==> config.mk <==
export PLATFORM = sky130hd
export DESIGN_NAME = cansr_status
export DESIGN_NICKNAME = d
export VERILOG_FILES = /design/src/design/cansr_status.v
export VERILOG_INCLUDE_DIRS = /design/src /design/src/design
export SDC_FILE = /design/constraint.sdc
export NUM_CORES = 1
export LEC_CHECK = 0
export BUFFER_PORTS_ARGS = -buffer_cell sky130_fd_sc_hd__buf_4
export CAP_MARGIN = 25
export CORE_MARGIN = 4
export CORE_UTILIZATION = 39
export CTS_CLUSTER_SIZE = 24
export DETAILED_ROUTE_END_ITERATION = 8
export GPL_TIMING_DRIVEN = 0
export PLACE_DENSITY_LB_ADDON = 0.15
export SLEW_MARGIN = 25
export SYNTH_ARGS = -nofsm -noshare
export SYNTH_HDL_FRONTEND = slang
export SYNTH_SLANG_ARGS = --single-unit
==> constraint.sdc <==
create_clock -name core_clk -period 1.8 [get_ports core_clk]
set_clock_uncertainty 0.15 [all_clocks]
set_input_delay 0 -clock core_clk [delete_from_list [all_inputs] [get_ports core_clk]]
set_output_delay 0 -clock core_clk [all_outputs]
set_load 0.02 [all_outputs]
==> src/design/cansr_regs.vh <==
// Register map, field layout, codes and limits of the CAN status block.
`ifndef CANSR_REGS_VH
`define CANSR_REGS_VH

// Byte addresses of the registers on the APB.
`define CANSR_CTRL_ADDR    32'h40050000
`define CANSR_STATUS_ADDR  32'h40050004
`define CANSR_ERRCNT_ADDR  32'h40050008
`define CANSR_IRQID_ADDR   32'h40050010

// Field positions inside the status register.
`define CANSR_LEC_MSB      2
`define CANSR_LEC_LSB      0
`define CANSR_TX_SUCCESS_FLAG_BIT     3
`define CANSR_RX_SUCCESS_FLAG_BIT     4
`define CANSR_ERROR_PASSIVE_FLAG_BIT    5
`define CANSR_ERROR_WARNING_FLAG_BIT    6
`define CANSR_BUS_OFF_FLAG_BIT     7

// Field positions inside the control register.
`define CANSR_SIE_BIT      2
`define CANSR_EIE_BIT      3

// Last-error codes.
`define CANSR_LEC_NONE     3'h0
`define CANSR_LEC_STUFF    3'h1
`define CANSR_LEC_FORM     3'h2
`define CANSR_LEC_ACK      3'h3
`define CANSR_LEC_BIT1     3'h4
`define CANSR_LEC_BIT0     3'h5
`define CANSR_LEC_CRC      3'h6
`define CANSR_LEC_MARKER   3'h7

// Reset values.
`define CANSR_LEC_RESET    3'h0
`define CANSR_FLAG_RESET   1'h0
`define CANSR_CTRL_RESET   2'h0

// Limits and identifiers.
`define CANSR_WARN_LIMIT   8'h60
`define CANSR_IDLE_RUN     4'hB
`define CANSR_IRQ_STATUS   16'h8000
`define CANSR_IRQ_NONE     16'h0000

`endif

==> src/design/cansr_status.v <==
// Design decision made here: the APB register port.
`timescale 1ns/1ns
`default_nettype none
`include "cansr_regs.vh"

module cansr_status (
   input  wire        core_clk,
   input  wire        rst_n,
   input  wire        clkEn,
   // APB slave port.
   input  wire        psel,
   input  wire        penable,
   input  wire        pwrite,
   input  wire [31:0] paddr,
   input  wire [31:0] pwdata,
   output reg  [31:0] prdata,
   output reg         pready,
   output reg         pslverr,
   // Protocol engine, same clock domain.
   input  wire        bitStrobe,
   input  wire        nodeDriving,
   input  wire        inArbitration,
   input  wire        txBit,
   input  wire        rxBit,
   input  wire        recoveryActive,
   input  wire        missingAckPulse,
   input  wire        crcMismatchPulse,
   input  wire        stuffErrorPulse,
   input  wire        formErrorPulse,
   input  wire        txDonePulse,
   input  wire        rxDonePulse,
   input  wire        errorPassiveIn,
   input  wire        busOffIn,
   input  wire [7:0]  txErrCount,
   input  wire [6:0]  rxErrCount,
   // Interrupt line, high while the status interrupt is pending.
   output reg         statusIrq
);

   // The block keeps the software-visible status word of the controller.
   // Event pulses from the protocol engine arrive on core_clk, already
   // aligned, so none of them passes a synchroniser here.
   // Every stored bit moves only while clkEn is high; with clkEn low the
   // bus handshake stalls as well, so a master just sees a longer access.
   // A pulse that arrives while clkEn is low is lost, which is why the
   // engine must share the enable with this block.
   // Software and hardware may touch the last-error field in one cycle.
   // The hardware value is kept, because a lost bus event cannot be
   // recovered while a lost write can simply be repeated.

   // Status register fields.
   reg  [2:0]  lastErrorCode_reg;   // Last-error field.
   reg  [2:0]  lastErrorCode_next;  // Next value of the last-error field.
   reg         txSuccess_reg;       // Transmit-success flag.
   reg         txSuccess_next;      // Its next value.
   reg         rxSuccess_reg;       // Receive-success flag.
   reg         rxSuccess_next;      // Its next value.
   reg         errPassive_reg;      // Error-passive indicator.
   reg         errWarning_reg;      // Error-warning indicator.
   reg         busOff_reg;          // Bus-off indicator.

   // Control register: interrupt enables.
   reg         statusIrqEn_reg;     // Status-change interrupt enable.
   reg         errorIrqEn_reg;      // Error interrupt enable.

   // Pending status interrupt.
   reg         irqPending_reg;      // Status interrupt pending.
   reg         irqPending_next;     // Its next value.

   // Recessive run counter for bus-off recovery.
   reg  [3:0]  idleRun_reg;         // Consecutive recessive bits seen.
   reg  [3:0]  idleRun_next;        // Its next value.
   reg         idleRunDone;         // Run of recessive bits completed.

   // Hardware error event decode.
   reg         lecEvent;            // Hardware loads the error field.
   reg  [2:0]  lecEventCode;        // Code that hardware loads.

   // Bus access decode.
   wire        accessDone;          // Access completes at this edge.
   wire        wrDone;              // Write completes at this edge.
   wire        rdDone;              // Read completes at this edge.
   reg         selCtrl;             // Control register addressed.
   reg         selStatus;           // Status register addressed.
   reg         selErrCnt;           // Error counter register addressed.
   reg         selIrqId;            // Interrupt identifier addressed.
   reg         selNone;             // Unmapped address.
   reg  [31:0] readData;            // Read multiplexer output.

   // Derived levels and change detection.
   wire        warnNow;             // Any counter at or above the limit.
   reg         hwStatusChange;      // Success flag or code changed.
   reg         hwErrorChange;       // Bus-off or warning flag changed.

   // The access phase always takes one wait state so that pready
   // can come straight from a flip-flop.
   assign accessDone = psel & penable & pready;
   assign wrDone     = accessDone & pwrite;
   assign rdDone     = accessDone & ~pwrite;

   // The warning level compares both counters against the limit.
   // The receive counter is one bit narrower, so it is widened with a
   // zero before the compare.
   assign warnNow = (txErrCount >= `CANSR_WARN_LIMIT) ||
                    ({1'b0, rxErrCount} >= `CANSR_WARN_LIMIT);

   // Register map, one aligned word each.
   // Control sits at the base and holds the two interrupt enables.
   // Status sits one word above, with the error field, flags and states.
   // The error counters follow as read-only copies of the engine's.
   // The interrupt identifier shows the status value while it is pending.
   // Partial or misaligned addresses fall into the unmapped branch and
   // answer with an error, so a stray access never changes a register.
   // Address decode in priority order; only full word addresses hit.
   always @* begin
      selCtrl   = 1'b0;
      selStatus = 1'b0;
      selErrCnt = 1'b0;
      selIrqId  = 1'b0;
      selNone   = 1'b0;
      if (paddr == `CANSR_CTRL_ADDR) begin
         selCtrl = 1'b1;
      end else if (paddr == `CANSR_STATUS_ADDR) begin
         selStatus = 1'b1;
      end else if (paddr == `CANSR_ERRCNT_ADDR) begin
         selErrCnt = 1'b1;
      end else if (paddr == `CANSR_IRQID_ADDR) begin
         selIrqId = 1'b1;
      end else begin
         selNone = 1'b1;
      end
   end

   // Recessive run counting while bus-off recovery waits for idle.
   // Any dominant bit restarts the run, so a stuck bus never scores.
   // Four bits are enough, since the run never exceeds eleven bits.
   always @* begin
      idleRun_next = idleRun_reg;
      idleRunDone  = 1'b0;
      if (!recoveryActive) begin
         idleRun_next = 4'h0;
      end else if (bitStrobe) begin
         if (!rxBit) begin
            idleRun_next = 4'h0;
         end else if (idleRun_reg == (`CANSR_IDLE_RUN - 4'h1)) begin
            idleRun_next = 4'h0;
            idleRunDone  = 1'b1;
         end else begin
            idleRun_next = idleRun_reg + 4'h1;
         end
      end
   end

   // Error event decode.  Bit errors are seen at the sample strobe
   // and take precedence, since they end any frame at once.  Code 7
   // is never produced here.
   // Stuff and form errors come from the receive path and take the
   // lowest error priority; the success clear ranks below all of them.
   always @* begin
      lecEvent     = 1'b1;
      lecEventCode = `CANSR_LEC_NONE;
      if (bitStrobe && nodeDriving && !inArbitration &&
          txBit && !rxBit) begin
         lecEventCode = `CANSR_LEC_BIT1;
      end else if (bitStrobe && nodeDriving && !txBit && rxBit) begin
         lecEventCode = `CANSR_LEC_BIT0;
      end else if (idleRunDone) begin
         lecEventCode = `CANSR_LEC_BIT0;
      end else if (missingAckPulse) begin
         lecEventCode = `CANSR_LEC_ACK;
      end else if (crcMismatchPulse) begin
         lecEventCode = `CANSR_LEC_CRC;
      end else if (stuffErrorPulse) begin
         lecEventCode = `CANSR_LEC_STUFF;
      end else if (formErrorPulse) begin
         lecEventCode = `CANSR_LEC_FORM;
      end else if (txDonePulse || rxDonePulse) begin
         lecEventCode = `CANSR_LEC_NONE;
      end else begin
         lecEvent = 1'b0;
      end
   end

   // Next values of the software-writable fields.  A hardware event
   // in the same cycle as a software write wins, so no event is lost.
   always @* begin
      lastErrorCode_next = lastErrorCode_reg;
      txSuccess_next     = txSuccess_reg;
      rxSuccess_next     = rxSuccess_reg;
      if (wrDone && selStatus) begin
         lastErrorCode_next = pwdata[`CANSR_LEC_MSB:`CANSR_LEC_LSB];
         txSuccess_next     = pwdata[`CANSR_TX_SUCCESS_FLAG_BIT];
         rxSuccess_next     = pwdata[`CANSR_RX_SUCCESS_FLAG_BIT];
      end
      if (lecEvent) begin
         lastErrorCode_next = lecEventCode;
      end
      // Hardware only ever sets the flags, never clears them.
      if (txDonePulse) begin
         txSuccess_next = 1'b1;
      end
      if (rxDonePulse) begin
         rxSuccess_next = 1'b1;
      end
   end

   // Change detection counts only hardware-made changes, so software
   // writes and the passive indicator never raise anything.
   // Comparing with the stored copies instead of looking for edges means
   // that a level which moves while clkEn is low is still reported once
   // the enable returns.
   always @* begin
      hwStatusChange = (lecEvent && (lecEventCode != lastErrorCode_reg)) ||
                       (txDonePulse && !txSuccess_reg) ||
                       (rxDonePulse && !rxSuccess_reg);
      hwErrorChange  = (busOffIn != busOff_reg) ||
                       (warnNow != errWarning_reg);
   end

   // Pending status interrupt: set on an enabled change, cleared by a
   // status read; a set in the same cycle as the read wins.
   always @* begin
      irqPending_next = irqPending_reg;
      if (rdDone && selStatus) begin
         irqPending_next = 1'b0;
      end
      if ((hwStatusChange && statusIrqEn_reg) ||
          (hwErrorChange && errorIrqEn_reg)) begin
         irqPending_next = 1'b1;
      end
   end

   // Read multiplexer; reserved and unmapped bits read as zero.
   always @* begin
      readData = 32'h00000000;
      if (selCtrl) begin
         readData[`CANSR_SIE_BIT] = statusIrqEn_reg;
         readData[`CANSR_EIE_BIT] = errorIrqEn_reg;
      end else if (selStatus) begin
         readData[`CANSR_LEC_MSB:`CANSR_LEC_LSB] = lastErrorCode_reg;
         readData[`CANSR_TX_SUCCESS_FLAG_BIT]  = txSuccess_reg;
         readData[`CANSR_RX_SUCCESS_FLAG_BIT]  = rxSuccess_reg;
         readData[`CANSR_ERROR_PASSIVE_FLAG_BIT] = errPassive_reg;
         readData[`CANSR_ERROR_WARNING_FLAG_BIT] = errWarning_reg;
         readData[`CANSR_BUS_OFF_FLAG_BIT]  = busOff_reg;
      end else if (selErrCnt) begin
         readData[7:0]  = txErrCount;
         readData[14:8] = rxErrCount;
      end else if (selIrqId) begin
         readData[15:0] = irqPending_reg ? `CANSR_IRQ_STATUS
                                         : `CANSR_IRQ_NONE;
      end
   end

   // Bus handshake: pready rises one cycle into the access phase and
   // falls after the completing edge; data and error are loaded with it.
   // With clkEn high, every access therefore lasts exactly two cycles past setup.  The
   // fixed wait state costs one cycle per access, which is cheap next to
   // the timing gained by a registered ready.
   always @(posedge core_clk or negedge rst_n) begin
      if (!rst_n) begin
         pready  <= 1'b0;
         pslverr <= 1'b0;
         prdata  <= 32'h00000000;
      end else if (clkEn) begin
         if (psel && penable && !pready) begin
            pready  <= 1'b1;
            pslverr <= selNone;
            prdata  <= pwrite ? 32'h00000000 : readData;
         end else begin
            pready  <= 1'b0;
            pslverr <= 1'b0;
         end
      end
   end

   // Control register; only the two enable bits are stored.
   always @(posedge core_clk or negedge rst_n) begin
      if (!rst_n) begin
         {statusIrqEn_reg, errorIrqEn_reg} <= `CANSR_CTRL_RESET;
      end else if (clkEn) begin
         if (wrDone && selCtrl) begin
            statusIrqEn_reg <= pwdata[`CANSR_SIE_BIT];
            errorIrqEn_reg  <= pwdata[`CANSR_EIE_BIT];
         end
      end
   end

   // Status fields.  The three state indicators follow the engine one
   // cycle late and take no part in software writes.
   // Reserved bits above the indicators have no storage at all, so they
   // cannot keep a written value.
   always @(posedge core_clk or negedge rst_n) begin
      if (!rst_n) begin
         lastErrorCode_reg <= `CANSR_LEC_RESET;
         txSuccess_reg     <= `CANSR_FLAG_RESET;
         rxSuccess_reg     <= `CANSR_FLAG_RESET;
         errPassive_reg    <= `CANSR_FLAG_RESET;
         errWarning_reg    <= `CANSR_FLAG_RESET;
         busOff_reg        <= `CANSR_FLAG_RESET;
      end else if (clkEn) begin
         lastErrorCode_reg <= lastErrorCode_next;
         txSuccess_reg     <= txSuccess_next;
         rxSuccess_reg     <= rxSuccess_next;
         errPassive_reg    <= errorPassiveIn;
         errWarning_reg    <= warnNow;
         busOff_reg        <= busOffIn;
      end
   end

   // Interrupt pending state, recovery counter and interrupt line.
   // The line copies the next pending value, so it rises in the same
   // cycle as the identifier and never lags behind it.
   always @(posedge core_clk or negedge rst_n) begin
      if (!rst_n) begin
         irqPending_reg <= 1'b0;
         idleRun_reg    <= 4'h0;
         statusIrq      <= 1'b0;
      end else if (clkEn) begin
         irqPending_reg <= irqPending_next;
         idleRun_reg    <= idleRun_next;
         statusIrq      <= irqPending_next;
      end
   end

endmodule
`default_nettype wire

==> summary.md, run 1 <==
| Metric | Value |
|---|---|
| Status | `finished clean` |
| Skew-Pair Late Insertion Delay | `0.28 ns` |
| Die H | `82.35 um` |
| Max_cap viols | `0` |
| Reg-to-reg critical path startpoint | `idleRun_reg[0]` |
| CTS buffer count | `5` |
| Pleak | `1.684 nW` |
| RD Place Congestion | `0.7729` |
| Via density | `a little under 5` |
| Aggregate global-route resource usage | `approximately a fifth` |
| Avg Inst Size Synth | `approximately 9.9 um^2` |
| Switching pwr | `486.9 uW` |
| DRC Markers | `0` |
| Area growth from synthesis to layout | `62.16%` |
| Power per Cell Area | `508.0 mW/mm^2` |
| Clock sinks | `33` |
| Vias in the first global route | `2105` |
| Syn. warnings | `0` |
| Post-synth EDFFs | `0` |
| Clock share of power | `a little under a third` |
| Post-synth ARST share | `100.0%` |
| R2R depth | `7` |
| Final hold slack | `around 0.015 ns` |
| CP delay by family, top | `compound AO/OA/AOI/OAI gates` |
| Slowest CP cell | `dfrtp_1` |
| Fillers | `460` |
| Seq pwr share | `44.3%` |
| Root buf cell | `clkbuf_8` |
| RSZ-0062 raised after global routing | `yes` |
| Hold Path Class | `in2reg` |
| Min Tclk post-route | `roughly 1.8 ns` |
| DR iter-0 viols | `147` |
| Synth Flop Type | `dfrtp_1` |
| Routed vias | `2187` |
| Crit-path cells | `inv_1, ha_2, nand3b_4, o21ai_4, o31ai_4, o21ai_2, mux2_4` |
| # rows | `26` |
| Die area | `around 0.0068 mm^2` |
| DRT antenna net count | `0` |
| # port buffers | `89` |
| Fin util | `between 60% and 70%` |
| CP required | `1.82 ns` |
| Initial Utilization | `41.16%` |
| Top post-synthesis cells by area | `dfrtp_1 (38%), buf_4 (5.6%), a22o_1 (2.8%)` |
| Sw Share | `27.42%` |
| Pin count of the biggest net entering global routing | `34` |
| CP Capture Point | `lastErrorCode_reg[0]` |
| Post-Syn Area | `0.002156 mm^2` |
| Area post-placement | `0.002968 mm^2` |
| Die Wd | `82.35 um` |
| Crit-path max cell delay | `approximately 0.38 ns` |
| HPWL after DPL | `4.606 mm` |
| H-Tree Depth | `2` |
| Core area | `around 0.0052 mm^2` |
| Max VDD drop | `0.2482 mV` |
| Initial antenna violation count | `0` |
| Buffer depth of the longest clock path | `2` |
| Fraction of layout cells with a size suffix above 1 | `between 40 and 50%` |
| Slew Viols, Final | `0` |
| Worst setup path class | `reg2reg` |
| Final hold violation count | `0` |
| Logic pwr share | `about a quarter` |
| Cell variety after synth | `64` |
| Crit path from | `idleRun_reg[0]` |
| Flip-flop count of the largest register after layout | `16` |
| Critical path endpoint category | `flip-flop` |
| Pre-antenna DRT Iters | `4` |
| Cell taking the most area after synthesis | `dfrtp_1` |
| Ant. Diodes | `0` |
| Sequential-to-total area share from yosys stat | `38.31%` |
| WP depth | `7` |
| R2r endpoint | `lastErrorCode_reg[0]` |
| Final setup viols | `0` |
| Worst-margin pin slew | `roughly 0.57 ns` |
| Clk slew on worst S/H paths | `0.06 ns` |
| Gr ovfl total | `0` |
| TritonCTS clock tree | `yes` |
| Top Ports | `134` |
| WL per Instance | `14.30 um` |
| Rel. slew slack | `61.87%` |
| Max Fclk | `556.0 MHz` |
| Crit path DAT | `1.82 ns` |
| Post-Route WL | `6.305 mm` |
| R2r setup slk | `0.002 ns` |
| Yosys top cell area share | `38.31%` |
| Cell area after layout | `0.003496 mm^2` |
| CP max FO | `6` |
| Fin crit share | `99.92%` |
| Flip-flop and latch count after synthesis | `33` |
| Layout Nets | `between 400 and 500` |
| First-pass GRT wire length | `9.818 mm` |
| Synth Instances | `218` |
| Kind of start point of the critical path | `flip-flop` |
| CP bufs+invs | `1` |
| Internal power | `1.289 mW` |
## worst reg2reg max path, delay by kind of cell (launching register included)
kind                       cells  cell delay (ns)
and+or+nand+nor                1             0.10
muxes                          1             0.32
buffers and inverters          1             0.06
AOI/OAI and AO/OA              3             0.51
DFF                            1             0.38
adders and majority gates      1             0.19
## synthesized netlist by cell type (all sizes together) (2+ instances only)
| cell type | count |
|---|---|
| clkbuf | 4 |
| or3 | 6 |
| inv | 11 |
| o21ai | 23 |
| nor3 | 3 |
| nor4 | 9 |
| dfrtp | 33 |
| a22o | 7 |
| o31ai | 4 |
| nand3b | 3 |
| a221oi | 2 |
| nand2 | 14 |
| a21boi | 3 |
| buf | 18 |
| nor4b | 3 |
| nand4b | 2 |
| a22oi | 7 |
| o221ai | 2 |
| nand3 | 8 |
| ha | 2 |
| nor2 | 12 |
| or2 | 3 |
| or4 | 2 |
| nand2b | 2 |
| nand4 | 3 |
| a21oi | 8 |
| mux2 | 6 |
## logic make-up (layout without fill, tap and decap cells)
logic type / after synthesis / count (layout) / synth area share (%)
other: 1 / 16 / 0.1739
buffers and inverters: 33 / 171 / 8.938
DFF: 33 / 33 / 38.31
adders and majority gates: 2 / 2 / 1.161
xor gates and xnor gates: 2 / 2 / 0.8127
and+or+nand+nor: 74 / 74 / 24.03
AOI/OAI and AO/OA: 67 / 67 / 23.27
muxes: 6 / 6 / 3.308
## stage by stage
step                      setup TNS (ns)  setup slack [ns]  instances  power [mW]
after floorplan                 -0.01531          -0.01531        233      0.9695
after global placement            -3.526           -0.2385        392       1.156
after detailed placement          -4.209           -0.2600        392       1.162
after CTS                              0           0.01355        438       1.779
after global routing             -0.1834          -0.07954        441       1.873
final                                  0          0.001518        441       1.776
## power by group through the flow
stage	registers (mW)	logic, mW	clock network (mW)
2_1_floorplan	0.800	0.170	0
3_3_place_gp	0.801	0.355	0
3_5_place_dp	0.802	0.359	0
4_1_cts	0.788	0.439	0.552
5_1_grt	0.790	0.494	0.590
6_report	0.787	0.451	0.538
## cell type report
type                            instances  area [um^2]  area share, %
Tap cell                               70        87.58          2.505
Multi-Input combinational cell        167         1235          35.33
Clock inverter                          2        10.01         0.2863
Clock buffer                            6        72.57          2.076
Sequential cell                        33        825.8          23.62
Inverter                               11        41.29          1.181
Timing Repair Buffer                  130         1070          30.60
Buffer                                 22        153.9          4.402
## layer usage
metal | share of wire, % | global-route usage (%)
met5 | 0 | 0
met4 | 1.6 | 6.146
met1 | 44 | 25.69
met3 | 6.8 | 3.796
met2 | 48 | 29.41
## timing repair
| item | CTS | global route |
|---|---|---|
| gates resized for setup | 3 | 9 |
| setup endpoints to repair | 2 | 23 |
| pin swaps | 2 | 2 |
| endpoints found under the hold margin | 59 | 0 |
| buffers inserted | 2 | 3 |
| hold buffers | 36 | 0 |
## how the worst min path moves through the flow
stage / startpoint / endpoint / slack [ns] / depth (start not counted)
2_1_floorplan: rst_n / busOff_reg / -0.45 / 0
3_3_place_gp: rst_n / prdata[7] / -0.18 / 1
3_5_place_dp: rst_n / prdata[5] / -0.18 / 1
4_1_cts: pwdata[1] / lastErrorCode_reg[1] / 0.006 / 4
5_1_grt: paddr[1] / statusIrqEn_reg / 0.05 / 5
6_report: pwdata[1] / lastErrorCode_reg[1] / 0.02 / 4
## layout by cell type (no fill, tap or decap), types with 7 or more instances in the layout
cell           Yosys  final
nor2_1            11     11
dlygate4sd3_1      0     36
buf_4             16    109
a22o_1             7      7
a21oi_1            8      8
inv_1             11     11
o21ai_0            9      9
conb_1             1     16
nand2_1           14     14
dfrtp_1           33     33
a22oi_1            7      7
o21ai_1           12     11
Note: power is estimated with default switching activity, not from simulation.
==> run 2: changes to the inputs <==
PLACE_DENSITY = 0.77   (was default)
PLACE_DENSITY_LB_ADDON = default   (was 0.15)
==> summary.md, run 2 (synthesis results as in run 1) <==
| Metric | Value |
|---|---|
| Die area | `0.006782 mm^2 (unchanged)` |
| Die H | `82.35 um (unchanged)` |
| RD Place Congestion | `0.7690 (was 0.7729)` |
| DR iter-0 viols | `86 (was 147)` |
| Pin count of the biggest net entering global routing | `34 (unchanged)` |
| First-pass GRT wire length | `10.02 mm (was 9.818 mm)` |
| CP Capture Point | `lastErrorCode_reg[0] (unchanged)` |
| Initial Utilization | `41.16% (unchanged)` |
| Rel. slew slack | `59.00% (was 61.87%)` |
| Slowest CP cell | `dfrtp_1 (unchanged)` |
| Die Wd | `82.35 um (unchanged)` |
| Buffer depth of the longest clock path | `2 (unchanged)` |
| Power per Cell Area | `512.7 mW/mm^2 (was 508.0 mW/mm^2)` |
| Max Fclk | `548.7 MHz (was 556.0 MHz)` |
| Core area | `0.005238 mm^2 (unchanged)` |
| Final hold violation count | `0 (unchanged)` |
| CP delay by family, top | `compound AO/OA/AOI/OAI gates (unchanged)` |
| Max VDD drop | `0.2619 mV (was 0.2482 mV)` |
| Routing usage on met2 | `34.46% (was 29.41%)` |
| R2R depth | `7 (unchanged)` |
| DRC Markers | `0 (unchanged)` |
| Final setup viols | `2 (was 0)` |
| GR Util met1 | `23.20% (was 25.69%)` |
| Worst setup path class | `reg2reg (unchanged)` |
| CP bufs+invs | `1 (unchanged)` |
| Clock sinks | `33 (unchanged)` |
| CTS buffer count | `5 (unchanged)` |
| Clk slew on worst S/H paths | `0.07 ns (was 0.06 ns)` |
| Post-Route WL | `6.559 mm (was 6.305 mm)` |
| Max_cap viols | `0 (unchanged)` |
| CP max FO | `7 (was 6)` |
| Slew Viols, Final | `0 (unchanged)` |
| TritonCTS clock tree | `yes (unchanged)` |
| WL per Instance | `14.97 um (was 14.30 um)` |
| # rows | `26 (unchanged)` |
| R2r setup slk | `-0.02 ns (was 0.002 ns)` |
| Flip-flop count of the largest register after layout | `16 (unchanged)` |
| Gr ovfl total | `0 (unchanged)` |
| Vias in the first global route | `2150 (was 2105)` |
| Pre-antenna DRT Iters | `4 (unchanged)` |
| Fin util | `66.01% (was 66.75%)` |
| Min Tclk post-route | `1.822 ns (was 1.798 ns)` |
| GRT met3 Usage | `2.820% (was 3.796%)` |
| Setup_tns | `-0.03625 ns (was 0 ns)` |
| # port buffers | `89 (unchanged)` |
| Pleak | `1.653 nW (was 1.684 nW)` |
| Layout Nets | `468 (was 471)` |
| WP depth | `7 (unchanged)` |
| Most common cell after layout, fill and taps aside | `buf_4 (unchanged)` |
| Via density | `5.100 (was 4.959)` |
| Failing checks | `setup timing` |
| Status | `complete, but fails checks (was finished clean)` |
| Crit path DAT | `1.84 ns (was 1.82 ns)` |
| Root buf cell | `clkbuf_8 (unchanged)` |
| Reg-to-reg critical path startpoint | `idleRun_reg[0] (unchanged)` |
| Skew-Pair Late Insertion Delay | `0.28 ns (about the same)` |
| HPWL after DPL | `4.861 mm (was 4.606 mm)` |
| CP required | `1.82 ns (about the same)` |
| Aggregate global-route resource usage | `19.10% (was 18.74%)` |
| Worst-margin pin slew | `0.6100 ns (was 0.5660 ns)` |
| Ant. Diodes | `0 (unchanged)` |
| Top Ports | `134 (unchanged)` |
| Hold Path Class | `in2async (was in2reg)` |
| RSZ-0062 raised after global routing | `yes (unchanged)` |
| Crit-path max cell delay | `0.39 ns (was 0.38 ns)` |
| Crit path from | `idleRun_reg[0] (unchanged)` |
| Fin crit share | `101.2% (was 99.92%)` |
| R2r endpoint | `lastErrorCode_reg[0] (unchanged)` |
| Routed vias | `2234 (was 2187)` |
| Initial antenna violation count | `0 (unchanged)` |
| Total power draw | `1.773 mW (was 1.776 mW)` |
| Critical path endpoint category | `flip-flop (unchanged)` |
| Fillers | `427 (was 460)` |
| Crit-path cells | `inv_1, ha_2, nand3b_4, o21ai_4, o31ai_4, o21ai_2, mux2_4 (unchanged)` |
| DRT antenna net count | `0 (unchanged)` |
| Fraction of layout cells with a size suffix above 1 | `41.03% (was 40.70%)` |
| Final worst slack | `-0.02240 ns (was 0.001518 ns)` |
| Commonest cells after routing, fill and taps aside | `buf_4 (111), dfrtp_1 (33), dlygate4sd3_1 (33) (was buf_4 (109), dlygate4sd3_1 (36), dfrtp_1 (33))` |
| GR peak layer | `met2 (unchanged)` |
| Area growth from synthesis to layout | `60.36% (was 62.16%)` |
| H-Tree Depth | `2 (unchanged)` |
| Kind of start point of the critical path | `flip-flop (unchanged)` |
run 2: changes by cell type in the layout (fill, tap and decap cells not counted), sizes merged:
| cell | previous run | this run |
|---|---|---|
| clkbuf | 10 | 9 |
| dlygate4sd3 | 36 | 33 |
| buf | 112 | 113 |
run 2: cell type report:
class,instances,area (um^2),share of cell area (%)
Multi-Input combinational cell,167,1229,35.54
Timing Repair Buffer,128,1044,30.18
Sequential cell,33,825.8,23.89
Buffer,21,147.6,4.271
Tap cell,70,87.58,2.533
Clock buffer,6,72.57,2.099
Inverter,11,41.29,1.194
Clock inverter,2,10.01,0.2895
run 2: worst min path at each step:
stage	startpoint	to	slack, ns	cells after the start
floorplan	rst_n	busOff_reg	-0.45	0
global placement	rst_n	idleRun_reg[1]	-0.19	1
detailed placement	rst_n	idleRun_reg[1]	-0.18	1
CTS	clkEn	irqPending_reg	0.01	3
global route	clkEn	irqPending_reg	0.03	3
finish	rst_n	errPassive_reg	0.03	2
run 2: timing repair:
item | CTS | global route
hold buffers | 33 | 0
cloned | 0 | 0
pin swaps | 5 | 1
gates resized for setup | 4 | 3
endpoints found under the hold margin | 58 | 0
setup buffers | 3 | 3
setup endpoints to repair | 4 | 20
run 2: power breakdown:
part	switching, mW	internal (mW)
clock network	0.270	0.268
registers	0.0249	0.764
logic	0.194	0.252
run 2: through the flow:
stage	hold WS, ns	setup slack, ns	std cells	area [um^2]
global route	0.03465	-0.1138	438	3457
CTS	0.01313	-0.02356	435	3423
floorplan	-0.4456	-0.01531	233	2212
global placement	-0.1886	-0.2189	392	2968
detailed placement	-0.1845	-0.2983	392	2968
finish	0.03082	-0.02240	438	3457
run 2: metal layers:
metal | up-vias | part of all wire (%) | wire [um]
met5 | - | 0 | 0
met2 | 70 | 53 | 3469
met3 | 9 | 5.9 | 385
met4 | 0 | 1.5 | 97
met1 | 1068 | 40 | 2606
li1 | 1087 | - | -
==> run 3: changes to the inputs <==
REMOVE_ABC_BUFFERS = 1   (was default)
==> summary.md, run 3 (synthesis results as in run 1) <==
| Metric | Value |
|---|---|
| Vias in the first global route | `2108 (was 2150)` |
| Commonest cells after routing, fill and taps aside | `buf_4 (95), dlygate4sd3_1 (37), dfrtp_1 (32) (was buf_4 (111), dfrtp_1 (33), dlygate4sd3_1 (33))` |
| Total power draw | `1.927 mW (was 1.773 mW)` |
| Buffer depth of the longest clock path | `2 (unchanged)` |
| Crit path DAT | `1.81 ns (was 1.84 ns)` |
| Max Fclk | `556.7 MHz (was 548.7 MHz)` |
| Kind of start point of the critical path | `flip-flop (unchanged)` |
| Layout Nets | `451 (was 468)` |
| Root buf cell | `clkbuf_8 (unchanged)` |
| Core area | `0.005238 mm^2 (unchanged)` |
| Crit-path cells | `inv_1, ha_2, nand3b_4, o21ai_4, o31ai_4, o21ai_2, mux2_4 (unchanged)` |
| Fraction of layout cells with a size suffix above 1 | `38.46% (was 41.03%)` |
| Slew Viols, Final | `0 (unchanged)` |
| Clock share of power | `37.3% (was 30.3%)` |
| Most common cell after layout, fill and taps aside | `buf_4 (unchanged)` |
| Reg-to-reg critical path startpoint | `idleRun_reg[0] (unchanged)` |
| Logic pwr share | `21.7% (was 25.2%)` |
| Skew-Pair Late Insertion Delay | `0.28 ns (about the same)` |
| Cell area after layout | `0.003386 mm^2 (was 0.003457 mm^2)` |
| Aggregate global-route resource usage | `18.58% (was 19.10%)` |
| Slowest CP cell | `dfrtp_1 (unchanged)` |
| RD Place Congestion | `0.8820 (was 0.7690)` |
| Hold Crit Start | `clkEn` |
| Die Wd | `82.35 um (unchanged)` |
| Fillers | `420 (was 427)` |
| CP bufs+invs | `1 (unchanged)` |
| Clk slew on worst S/H paths | `0.07 ns (about the same)` |
| Pleak | `1.574 nW (was 1.653 nW)` |
| Status | `finished clean (was complete, but fails checks)` |
| Routed vias | `2172 (was 2234)` |
| # port buffers | `90 (was 89)` |
| First-pass GRT wire length | `9.666 mm (was 10.02 mm)` |
| DRC Markers | `0 (unchanged)` |
| Final hold violation count | `0 (unchanged)` |
| Die H | `82.35 um (unchanged)` |
| Power per Cell Area | `569.1 mW/mm^2 (was 512.7 mW/mm^2)` |
| DR iter-0 viols | `109 (was 86)` |
| Die area | `0.006782 mm^2 (unchanged)` |
| CP required | `1.82 ns (about the same)` |
| Sw Share | `24.93% (was 27.60%)` |
| RSZ-0062 raised after global routing | `yes (unchanged)` |
| Worst-margin pin slew | `0.6376 ns (was 0.6100 ns)` |
| CTS buffer count | `5 (unchanged)` |
| HPWL after DPL | `4.560 mm (was 4.861 mm)` |
| Initial Utilization | `41.16% (unchanged)` |
| Worst setup path class | `reg2reg (unchanged)` |
| CP delay by family, top | `compound AO/OA/AOI/OAI gates (unchanged)` |
| Min Tclk post-route | `1.796 ns (was 1.822 ns)` |
| Final std cells w/o fill | `421 (was 438)` |
| Fin crit share | `99.79% (was 101.2%)` |
| Final hold slack | `0.01931 ns (was 0.03082 ns)` |
| DRT antenna net count | `0 (unchanged)` |
| Clock sinks | `33 (unchanged)` |
| Crit-path max cell delay | `0.39 ns (about the same)` |
| Gr ovfl total | `0 (unchanged)` |
| Multi-input logic area | `0.001230 mm^2 (was 0.001229 mm^2)` |
| Post-Route WL | `6.327 mm (was 6.559 mm)` |
| Flip-flop count of the largest register after layout | `16 (unchanged)` |
| Seq pwr share | `40.9% (was 44.5%)` |
| Crit path from | `idleRun_reg[0] (unchanged)` |
| Pin count of the biggest net entering global routing | `34 (unchanged)` |
| Top Ports | `134 (unchanged)` |
| Initial antenna violation count | `0 (unchanged)` |
| Max_cap viols | `0 (unchanged)` |
| H-Tree Depth | `2 (unchanged)` |
| Pre-antenna DRT Iters | `4 (unchanged)` |
| Setup_tns | `0 ns (was -0.03625 ns)` |
| Final setup viols | `0 (was 2)` |
| Rel. slew slack | `57.14% (was 59.00%)` |
| WL per Instance | `15.03 um (was 14.97 um)` |
| CP max FO | `7 (unchanged)` |
| Hold Path Class | `in2reg (was in2async)` |
| Via density | `5.159 (was 5.100)` |
| # rows | `26 (unchanged)` |
| Placed insts | `371 (was 392)` |
| Area post-placement | `0.002824 mm^2 (was 0.002968 mm^2)` |
| Switching pwr | `480.5 uW (was 489.2 uW)` |
| Internal power | `1.446 mW (was 1.283 mW)` |
| TritonCTS clock tree | `yes (unchanged)` |
| Ant. Diodes | `0 (unchanged)` |
| Critical path endpoint category | `flip-flop (unchanged)` |
| Register Area | `827.0 um^2 (was 825.8 um^2)` |
| Area growth from synthesis to layout | `57.05% (was 60.36%)` |
| Max VDD drop | `0.4803 mV (was 0.2619 mV)` |
-- run 3: changes by cell type in the layout (fill, tap and decap cells not counted), moves of 2 or more --
cell | before | now
clkinv_2 | 2 | 0
buf_4 | 111 | 95
clkbuf_1 | 4 | 1
dlygate4sd3_1 | 33 | 37
-- run 3: timing repair --
action,CTS,global route
setup buffers,2,3
hold endpoints to repair,60,0
hold buffers,37,0
resized for setup,4,5
setup endpoints to repair,7,20
pin swaps,4,1
-- run 3: metrics by stage --
step           setup slack, ns  util [%]
2_1_floorplan         -0.01616         -
3_3_place_gp           -0.2133     53.92
3_5_place_dp           -0.2449     53.92
4_1_cts               0.001713     63.90
5_1_grt               -0.05161     64.64
6_report              0.003842     64.64
-- run 3: layer usage --
metal  track usage, %  share of wire [%]  vias up
met2            31.73                 51       90
met5                0                  0        -
met3            4.121                7.2        6
met1            23.21                 41     1026
li1                 -                  -     1050
met4            5.814               0.85        0
-- run 3: path summary, 6_finish.rpt --
kind | to | slack [ns] | cells after the start
worst min-delay path | lastErrorCode_reg[2] | 0.02 | 3
worst max-delay path | lastErrorCode_reg[0] | 0.004 | 7
worst max register to register | lastErrorCode_reg[0] | 0.004 | 7
min in group asynchronous | prdata[12] | 0.05 | 2
worst min register to register | prdata[4] | 0.34 | 2
max in group asynchronous | lastErrorCode_reg[2] | 1.13 | 2
-- run 3: cell type report --
cell class,count,area share (%)
multi-input combinational,167,36.33
timing repair buffer,132,32.00
clock inverter,1,0.8869
sequential,33,24.43
clock buffer,7,2.550
inverter,11,1.220
tap,70,2.587
-- run 3: worst register-to-register path: stages, from the launching register on --
cell	delay [ns]
dfrtp_1	0.39
inv_1	0.06
ha_2	0.19
nand3b_4	0.10
o21ai_4	0.29
o31ai_4	0.11
o21ai_2	0.09
mux2_4	0.31
-- run 3: power groups by stage --
stage                     registers [mW]  clock network (mW)  logic [mW]
after floorplan                    0.800                   0       0.134
after global placement             0.800                   0       0.321
after detailed placement           0.802                   0       0.329
after CTS                          0.788               0.734       0.413
after global routing               0.793               0.769       0.454
final                              0.788               0.720       0.419
